File: src/ddbl_pkg.sv
package ddbl_pkg;
	localparam int CHAN_W     = 10;
	localparam int GAMMA_N    = 18;
	localparam int COMMON_N   = 2;
	localparam int CHAN_N     = GAMMA_N + COMMON_N;
	localparam int ADDR_W     = 5;
	localparam int WORD_W     = 16;
	localparam int TRIG_BIT   = 15;
	localparam logic [9:0] MID_CODE = 10'h200;
	localparam logic [4:0] FIRST_COMMON = 5'h12;
	localparam logic [4:0] LAST_ADDR    = 5'h13;
endpackage : ddbl_pkg

File: src/ddbl_chan.sv
`timescale 1ns/100ps
// one channel: storage register and converter register
module ddbl_chan #(
	parameter int W = ddbl_pkg::CHAN_W
) (
	// clock and reset
	input  wire logic         sys_clk,
	input  wire logic         resetn,
	// controls
	input  wire logic         wr_en,
	input  wire logic [W-1:0] wr_data,
	input  wire logic         xfer,
	input  wire logic         follow,
	// values
	output logic      [W-1:0] store_q,
	output logic      [W-1:0] conv_q
);
	typedef struct packed {
		logic [W-1:0] store;
		logic [W-1:0] conv;
	} ddbl_chan_st_t;
	ddbl_chan_st_t s_q;
	ddbl_chan_st_t s_d;

	always_comb begin
		s_d = s_q;
		if (wr_en) begin
			s_d.store = wr_data;
		end
		if (xfer) begin
			s_d.conv = s_d.store;
		end else if (follow && wr_en) begin
			s_d.conv = wr_data;
		end
	end

	always_ff @(posedge sys_clk) begin
		if (!resetn) begin
			s_q.store <= W'(ddbl_pkg::MID_CODE);
			s_q.conv  <= W'(ddbl_pkg::MID_CODE);
		end else begin
			s_q <= s_d;
		end
	end

	assign store_q = s_q.store;
	assign conv_q  = s_q.conv;
endmodule : ddbl_chan

File: src/ddbl_latch.sv
`timescale 1ns/100ps
module ddbl_latch #(
	parameter int N = ddbl_pkg::CHAN_N,
	parameter int W = ddbl_pkg::CHAN_W
) (
	// clock and reset
	input  wire logic                sys_clk,
	input  wire logic                resetn,
	// completed word from the serial front end
	input  wire logic                word_valid,
	input  wire logic [4:0]          word_addr,
	input  wire logic [15:0]         word_data,
	// latch control pin
	input  wire logic                latch_load_pin,
	// converter bank
	output logic      [N-1:0][W-1:0] conv_value,
	// storage bank, for read-back
	output logic      [N-1:0][W-1:0] store_value
);
	////////////////////////////////////////////////////////////////////////
	typedef struct packed {
		logic pin;
	} ddbl_st_t;
	ddbl_st_t s_q;
	ddbl_st_t s_d;

	logic [N-1:0] wr_sel;
	logic         trig;
	logic         fall;
	logic         xfer;
	logic [W-1:0] wr_val;
	logic         in_range;
	logic         gamma_wr;
	logic         common_wr;

	////////////////////////////////////////////////////////////////////////
	// address decode, shared by write strobes and checks
	function automatic logic addr_hit(
		input logic [4:0] a,
		input int         k
	);
		return a == 5'(k);
	endfunction : addr_hit

	function automatic logic addr_common(
		input logic [4:0] a
	);
		return a >= ddbl_pkg::FIRST_COMMON && a <= ddbl_pkg::LAST_ADDR;
	endfunction : addr_common

	////////////////////////////////////////////////////////////////////////
	// word_valid marks the last data bit received
	assign trig      = word_valid && word_data[ddbl_pkg::TRIG_BIT];
	assign fall      = s_q.pin && !latch_load_pin;
	assign xfer      = trig || fall;
	assign wr_val    = word_data[W-1:0];
	assign in_range  = word_addr <= ddbl_pkg::LAST_ADDR;
	assign gamma_wr  = word_valid && word_addr < ddbl_pkg::FIRST_COMMON;
	assign common_wr = word_valid && addr_common(word_addr);

	always_comb begin
		s_d     = s_q;
		s_d.pin = latch_load_pin;
	end

	always_ff @(posedge sys_clk) begin
		if (!resetn) begin
			// history tracks the pin: no false edge at release
			s_q.pin <= latch_load_pin;
		end else begin
			s_q <= s_d;
		end
	end

	////////////////////////////////////////////////////////////////////////
	// channel instances
	genvar i;
	generate
		for (i = 0; i < N; i++) begin : g_ch
			assign wr_sel[i] = word_valid
				&& addr_hit(word_addr, i);
			ddbl_chan #(.W(W)) u_ch (
				.sys_clk (sys_clk),
				.resetn  (resetn),
				.wr_en   (wr_sel[i]),
				.wr_data (wr_val),
				.xfer    (xfer),
				.follow  (!latch_load_pin),
				.store_q (store_value[i]),
				.conv_q  (conv_value[i])
			);
		end
	endgenerate

	////////////////////////////////////////////////////////////////////////
	// checks
	// converter bank, with reset checks on both banks
	hold_high_a: assert property (@(posedge sys_clk)
		disable iff (!resetn)
		latch_load_pin && $past(latch_load_pin) && !trig
		|=> $stable(conv_value))
		else $error("outputs moved while latch held high");
	fall_xfer_a: assert property (@(posedge sys_clk)
		disable iff (!resetn)
		fall && !word_valid
		|=> conv_value == store_value)
		else $error("falling latch did not transfer");
	pin_fall_a: assert property (@(posedge sys_clk)
		disable iff (!resetn)
		$fell(latch_load_pin)
		|=> conv_value == store_value)
		else $error("latch pin edge did not transfer");
	sw_trig_a: assert property (@(posedge sys_clk)
		disable iff (!resetn)
		trig
		|=> conv_value == store_value)
		else $error("software trigger did not transfer");
	follow_low_a: assert property (@(posedge sys_clk)
		disable iff (!resetn)
		!latch_load_pin && word_valid && word_addr == 5'h01
		|=> conv_value[1] == $past(wr_val))
		else $error("output did not follow while latch low");
	follow_bank_a: assert property (@(posedge sys_clk)
		disable iff (!resetn)
		!latch_load_pin
		|=> conv_value == store_value)
		else $error("output bank not following storage");
	no_early_a: assert property (@(posedge sys_clk)
		disable iff (!resetn)
		latch_load_pin && $past(latch_load_pin) && !word_valid
		|=> $stable(conv_value))
		else $error("transfer without complete word");
	reset_mid_a: assert property (@(posedge sys_clk)
		!resetn
		|=> conv_value[0] == W'(ddbl_pkg::MID_CODE)
		&& store_value[N-1] == W'(ddbl_pkg::MID_CODE))
		else $error("reset did not load mid-scale");
	reset_bank_a: assert property (@(posedge sys_clk)
		!resetn
		|=> conv_value == store_value)
		else $error("reset left banks apart");

	// storage bank
	wr_store_a: assert property (@(posedge sys_clk)
		disable iff (!resetn)
		word_valid && word_addr == 5'h00
		|=> store_value[0] == $past(wr_val))
		else $error("storage write lost");
	common_voltage_channel_sep_a: assert property (@(posedge sys_clk)
		disable iff (!resetn)
		gamma_wr
		|=> $stable(store_value[N-1:N-2]))
		else $error("common channel disturbed by gamma write");
	gamma_sep_a: assert property (@(posedge sys_clk)
		disable iff (!resetn)
		common_wr
		|=> $stable(store_value[N-3:0]))
		else $error("gamma channel disturbed by common write");
	range_ign_a: assert property (@(posedge sys_clk)
		disable iff (!resetn)
		word_valid && !in_range
		|=> $stable(store_value))
		else $error("out of range word changed storage");

	////////////////////////////////////////////////////////////////////////
	// per-channel checks
	generate
		for (i = 0; i < N; i++) begin : g_chk
			ch_reset_a: assert property (@(posedge sys_clk)
				!resetn
				|=> conv_value[i] == W'(ddbl_pkg::MID_CODE)
				&& store_value[i] == W'(ddbl_pkg::MID_CODE))
				else $error("channel not mid-scale after reset");
			ch_write_a: assert property (@(posedge sys_clk)
				disable iff (!resetn)
				word_valid && addr_hit(word_addr, i)
				|=> store_value[i] == $past(wr_val))
				else $error("channel storage write lost");
			ch_keep_a: assert property (@(posedge sys_clk)
				disable iff (!resetn)
				!(word_valid && addr_hit(word_addr, i))
				|=> $stable(store_value[i]))
				else $error("channel storage changed without write");
			// converter side
			ch_hold_a: assert property (@(posedge sys_clk)
				disable iff (!resetn)
				latch_load_pin && !trig
				|=> $stable(conv_value[i]))
				else $error("channel output moved while latch high");
			ch_follow_a: assert property (@(posedge sys_clk)
				disable iff (!resetn)
				!latch_load_pin && word_valid && addr_hit(word_addr, i)
				|=> conv_value[i] == $past(wr_val))
				else $error("channel output did not follow write");
			ch_xfer_a: assert property (@(posedge sys_clk)
				disable iff (!resetn)
				xfer
				|=> conv_value[i] == store_value[i])
				else $error("channel missed bank transfer");
		end
	endgenerate

	////////////////////////////////////////////////////////////////////////
	// main scenarios
	c_trig: cover property (@(posedge sys_clk) disable iff (!resetn) trig);
	c_fall: cover property (@(posedge sys_clk) disable iff (!resetn) fall);
	c_last: cover property (@(posedge sys_clk) disable iff (!resetn)
		trig && word_addr == 5'h11);
	c_range: cover property (@(posedge sys_clk) disable iff (!resetn)
		word_valid && !in_range);
	c_follow: cover property (@(posedge sys_clk) disable iff (!resetn)
		!latch_load_pin && gamma_wr);
endmodule : ddbl_latch

File: config.mk
export PLATFORM = sky130hd
export DESIGN_NAME = ddbl_latch
export DESIGN_NICKNAME = d
export VERILOG_FILES = /design/src/ddbl_pkg.sv /design/src/ddbl_chan.sv /design/src/ddbl_latch.sv
export SDC_FILE = /design/constraint.sdc
export NUM_CORES = 1
export LEC_CHECK = 0
export BUFFER_PORTS_ARGS = -buffer_cell sky130_fd_sc_hd__buf_4
export CAP_MARGIN = 20
export CORE_ASPECT_RATIO = 0.9
export CORE_MARGIN = 3
export CORE_UTILIZATION = 48
export CTS_BUF_LIST = sky130_fd_sc_hd__clkbuf_16
export CTS_CLUSTER_DIAMETER = 50
export DETAILED_ROUTE_END_ITERATION = 6
export PLACE_DENSITY_LB_ADDON = 0.05
export SYNTH_ARGS = -nofsm -noshare
export SYNTH_HDL_FRONTEND = slang
export SYNTH_SLANG_ARGS = --single-unit
File: constraint.sdc
create_clock -name sys_clk -period 1.5 [get_ports sys_clk]
set_input_delay 0.3 -clock sys_clk [delete_from_list [all_inputs] [get_ports sys_clk]]
set_output_delay 0.3 -clock sys_clk [all_outputs]
set_load 0.05 [all_outputs]
After elaboration in Yosys (flattened, before gate mapping)
Cells that the tools add are included.
{"block": "classes", "eq_ne": 19, "reduce_logical": 65, "n_mux": 60}
{"operator": "$mux 10", "count": 60}
{"operator": "$logic_and 1x1->1", "count": 42}
{"operator": "$eq 5x4->1 const B", "count": 8}
{"operator": "$reduce_bool 2->1", "count": 20}
{"operator": "$eq 5x3->1 const B", "count": 4}
{"operator": "$eq 5x5->1 const B", "count": 4}
{"operator": "$eq 5x2->1 const B", "count": 2}
{"operator": "$eq 5x1->1 const B", "count": 1}
{"operator": "$logic_not 5->1", "count": 1}
{"operator": "$logic_not 1->1", "count": 1}
{"operator": "$logic_or 1x1->1", "count": 1}
{"block": "word_totals", "in_bits": 25, "wordCells": 185, "register_bits": 401, "out_inout_bits": 400}

Logic depth before layout (Yosys ltp)
{"block": "depth", "word_depth": 5, "mapped_depth": 7, "depth_no_buf": 4}

By module
From an unflattened synthesis, not the netlist that was laid out.
{"block": "unflattened", "cells_unflattened": 1452, "hier_area_um2": 16593.4}
{"mod": "ddbl_chan", "cells_per_inst": 71, "n_inst": 20, "seq_area_each_um2": 400.4, "area_per_inst_um2": 819.5}
{"mod": "ddbl_latch", "cells_per_inst": 32, "n_inst": 1, "seq_area_each_um2": 20.0, "area_per_inst_um2": 202.7}

Least setup slack after synthesis
Ideal clock, no wire load.
{"block": "synth_timing", "path_kind": "in2reg", "from": "in word_addr[0]", "to": "reg g_ch[9].u_ch.s_q (netlist bit g_ch[9].u_ch.conv_q[0])", "n_path_buf": 2, "path_stages": 6, "t_required_ps": 1361, "t_arrival_ps": 1411, "setup_slack_ps": -50, "cell_sequence": "buf_4 > nor3b_4 > buf_4 > nand2_2 > a211oi_1 > a211oi_1"}
{"block": "synth_between", "elab_chain_cells": 4}
{"item": "start, declared", "line": "ddbl_latch.sv:11", "text": "input wire logic [4:0] word_addr,"}
{"item": "$eq 5x4->1 *", "line": "ddbl_latch.sv:42", "text": "return a == 5'(k);"}
{"item": "$logic_and 1x1->1 *", "line": "ddbl_latch.sv:81", "text": "&& addr_hit(word_addr, i);"}
{"item": "$mux 10 / $logic_and 1x1->1 (equally long branches)", "line": "ddbl_chan.sv:27, ddbl_chan.sv:32"}
{"item": "$mux 10 / $reduce_bool 2->1 (equally long branches)"}
{"item": "end, declared", "line": "ddbl_chan.sv:22", "text": "ddbl_chan_st_t s_q;"}
Mark *: on every way between the ends. The rest lies on a longest branch, timed or not.
A chain may end at the register's enable or synchronous reset.

Worst setup path after layout
{"block": "layout_timing", "from": "reg s_q", "to": "reg g_ch[11].u_ch.s_q (netlist bit g_ch[11].u_ch.conv_q[3])"}
{"block": "layout_between", "elab_chain_cells": 3}
{"item": "start, declared", "line": "ddbl_latch.sv:24", "text": "ddbl_st_t s_q;"}
{"item": "$logic_and 1x1->1 *", "line": "ddbl_latch.sv:54", "text": "assign fall = s_q.pin && !latch_load_pin;"}
{"item": "$logic_or 1x1->1 *", "line": "ddbl_latch.sv:55", "text": "assign xfer = trig || fall;"}
{"item": "$mux 10 / $reduce_bool 2->1 (equally long branches)"}
{"item": "end, declared", "line": "ddbl_chan.sv:22"}
Marked as above.

==> flow_metrics.py <==
metrics = {
    "worst_hold_path": {
        "min_to": "g_ch[0].u_ch.store_q[6]",
        "min_path_type": "input pin to flop",
        "min_from": "word_data[6]",
        "min_path_cells": 3,
    },
    "pwr": {
        "power.leakage_nw": 11.03,
        "p_per_area_mw_per_mm2": 1128,
        "ir_worst_vdd_mv": 0.7671,
    },
    "logic_synthesis": {
        "synthMuxAreaShare_pct": 12.21,
        "synth_cells": 1646,
        "synth_compound_area_share_pct": 18.36,
        "synthesis.area_sq_mm": 0.01639,
        "syn_nets": 1671,
        "ys_warn_count": 0,
        "synth_seq_cells": 401,
        "synth_fa_ha_area_share_pct": 0,
        "synth-xor-area-share_pct": 0,
        "ys_types": 32,
        "yosysSeqAreaShare_pct": 48.97,
        "yosys.area_share.simple_pct": 14.99,
        "syn_area_per_cell_sq_um": 9.959,
        "synth_top_family_by_area": "compound AO/OA/AOI/OAI gates",
    },
    "worst_setup_path": {
        "cp.required_ps": 1930,
        "critical_path.endpoint_type": "flop",
        "r2r_slack_ps": -6,
        "worstSetupPathType": "flop to flop",
        "arrival_ps": 1940,
        "worstPathMaxFanout": 8,
        "worstSetupStartpointType": "flop",
        "r2r_start": "s_q",
        "r2r_end": "g_ch[11].u_ch.conv_q[3]",
        "reg2reg_depth": 8,
    },
    "routing": {
        "drtAntennaViolNets": 0,
        "dr.pass1.iters": 5,
        "drc": 0,
        "drt_iter0_drc": 1029,
        "wirelength_mm": 59.51,
        "vias": 15103,
        "avgViaCountPerCell": 5.884,
        "wire_per_inst_um": 23.18,
    },
    "grt": {
        "track_usage_pct": 30.60,
        "antenna_found_initial": 1,
        "grt_pass1_vias": 14513,
        "grt_max_degree": 146,
        "grt_pass1_wl_mm": 88.97,
        "grt-ovfl-total": 0,
    },
    "floorplanning": {
        "coreArea_sq_mm": 0.03334,
        "num_rows": 63,
        "die-width_um": 200.8,
        "fp.dieArea_sq_mm": 0.03641,
        "io_pins": 425,
        "die_y_um": 181.3,
        "initial_core_util_pct": 49.17,
    },
    "cells_and_area": {
        "area_growth_pct": 40.83,
        "drive_gt1_share_pct": 34.77,
        "fill_cells": 2601,
        "instances_no_fill": 2567,
        "mostFrequentLayoutCells": "489 x buf_4, 399 x dfxtp_1, 308 x a211oi_1, 200 x mux2i_1, 182 x and3_1",
        "final_area_sq_mm": 0.02309,
        "final_common_cell": "buf_4",
        "regArea_sq_mm": 0.008030,
        "fin_nets": 2105,
        "multiInputGateArea_sq_mm": 0.007776,
    },
    "placed_design": {
        "hpwl_mm": 38.85,
        "dpl-instance-area_sq_mm": 0.02086,
        "dp_cells": 2462,
        "place_congestion": 0.8346,
        "portBuffers": 419,
    },
    "sta": {
        "hold_violations": 0,
        "fin_crit_sh_pct": 100.4,
        "fmax_mhz": 663.9,
        "setup_viol": 1,
        "tightestPinTransition_ps": 809.6,
        "rsz0062_at_grt": "true",
        "max-slew-margin-rel_pct": 45.97,
        "final.setup.worst_slack_ps": -6.328,
        "fin_crit_ps": 1506,
        "drv_slew": 0,
        "fin_skew_ps": 11.24,
    },
    "outcome": {
        "violations": "negative setup slack",
        "status": "complete, but fails checks",
    },
    "clock_network": {
        "clkSlewWorstSetupHoldPaths_ps": 60,
        "ctsHoldBuffers": 0,
        "cts_root_buffer": "clkbuf_16",
        "htreeDepth": 2,
        "clock_latency_ps": 530,
        "cts.path.max_buffers": 3,
        "cts_inserted_buffers": 44,
        "cts_tree": "yes",
        "clock-sinks": 401,
    },
    "flow_run": {
        "max-cap-violations": 0,
    },
}
==> per-stage QoR <==
step / setup WS [ps] / TNS [ps] / total power [mW] / utilization (%) / hold slack, ps
after floorplan: -17.70 / -644.6 / 14.08 / - / 327.7
after global placement: -333.0 / -85630 / 15.60 / 62.56 / 478.6
after detailed placement: -350.1 / -90040 / 15.65 / 62.56 / 485.4
after CTS: -26.12 / -460.3 / 25.89 / 67.77 / 64.02
after global routing: -55.07 / -1595 / 26.77 / 69.24 / 69.77
final: -6.328 / -6.328 / 26.05 / 69.24 / 74.11
==> Yosys cell counts <==
cell	number	area [sq um]
nor4b_4	1	23.77
clkbuf_2	15	75.07
and4bb_1	3	37.54
and4b_1	1	10.01
o211ai_1	16	120.1
nand3_1	12	60.06
buf_12	1	20.02
buf_6	7	78.83
nand2_1	34	127.6
a32oi_1	12	105.1
and3_1	182	1139
buf_2	28	140.1
nor3b_4	2	37.54
nand2_2	23	143.9
dfxtp_1	401	8028
o21ai_0	1	5.000
buf_4	19	142.6
clkbuf_1	115	431.7
nor2_1	182	683.2
and3b_1	1	8.760
and2_4	1	8.760
and2_1	1	6.260
a211oi_1	358	2688
a21o_1	8	60.06
o21a_1	1	7.510
nand2_4	10	112.6
nor3_4	1	16.27
mux2i_1	200	2002
inv_1	2	7.510
nor2b_1	5	31.28
nor2_4	1	11.26
a211oi_2	2	25.02
==> sequential cells by signal, indices dropped and copies added (netlist names) <==
signal,cells
g_ch.u_ch.store_q,200
g_ch.u_ch.conv_q,200
s_q,1
==> worst max-delay path by stage <==
stage                            start                 endpoint  slack (ps)  cells after the start
final                              s_q  g_ch[11].u_ch.conv_q[3]          -6                      8
after floorplan           word_addr[0]   g_ch[9].u_ch.conv_q[0]         -20                      6
after detailed placement  word_addr[4]   g_ch[0].u_ch.conv_q[1]        -350                      7
after global routing               s_q  g_ch[14].u_ch.conv_q[1]         -60                      8
after global placement    word_addr[4]   g_ch[2].u_ch.conv_q[4]        -330                      7
after CTS                          s_q  g_ch[14].u_ch.conv_q[1]         -30                      8
==> power breakdown <==
part	internal, mW	switching (mW)	total, mW
Clock	5.77	4.41	10.2
Sequential	11.0	0.303	11.4
Combinational	1.59	2.92	4.51
Total	18.4	7.63	26.0
==> cells by family after synthesis <==
kind of cell    count (synthesis)
buf+inv                       187
simple gates                  460
flops                         401
compound gates                398
mux                           200
==> cell type report <==
class | instances | area share (%)
antenna | 1 | 0.01084
clock buffer | 45 | 4.878
clock inverter | 32 | 0.8617
inverter | 2 | 0.06504
multi-input combinational | 1058 | 33.68
sequential | 401 | 34.78
tap | 455 | 2.466
timing repair buffer | 573 | 23.25
==> timing repair <==
action                     in CTS  in global routing
gates cloned                    9                  8
pin swaps                      37                 61
buffers inserted                7                  5
setup endpoints to repair      21                138
resized for setup              19                 65
==> worst max-delay path: stages, from the launching register on <==
cell and delay (ps):
dfxtp_2 320, inv_2 40, buf_6 110, o21ai_4 180
buf_12 170, buf_16 160, clkbuf_16 180, a211oi_1 50
a211oi_1 200
==> layer usage <==
metal / track usage (%) / routed length [um]
met1: 41.84 / 25920
met2: 47.63 / 26560
met3: 7.872 / 5203
met4: 9.694 / 1825
met5: 0 / 0
Note: power is estimated with default switching activity, not from simulation.
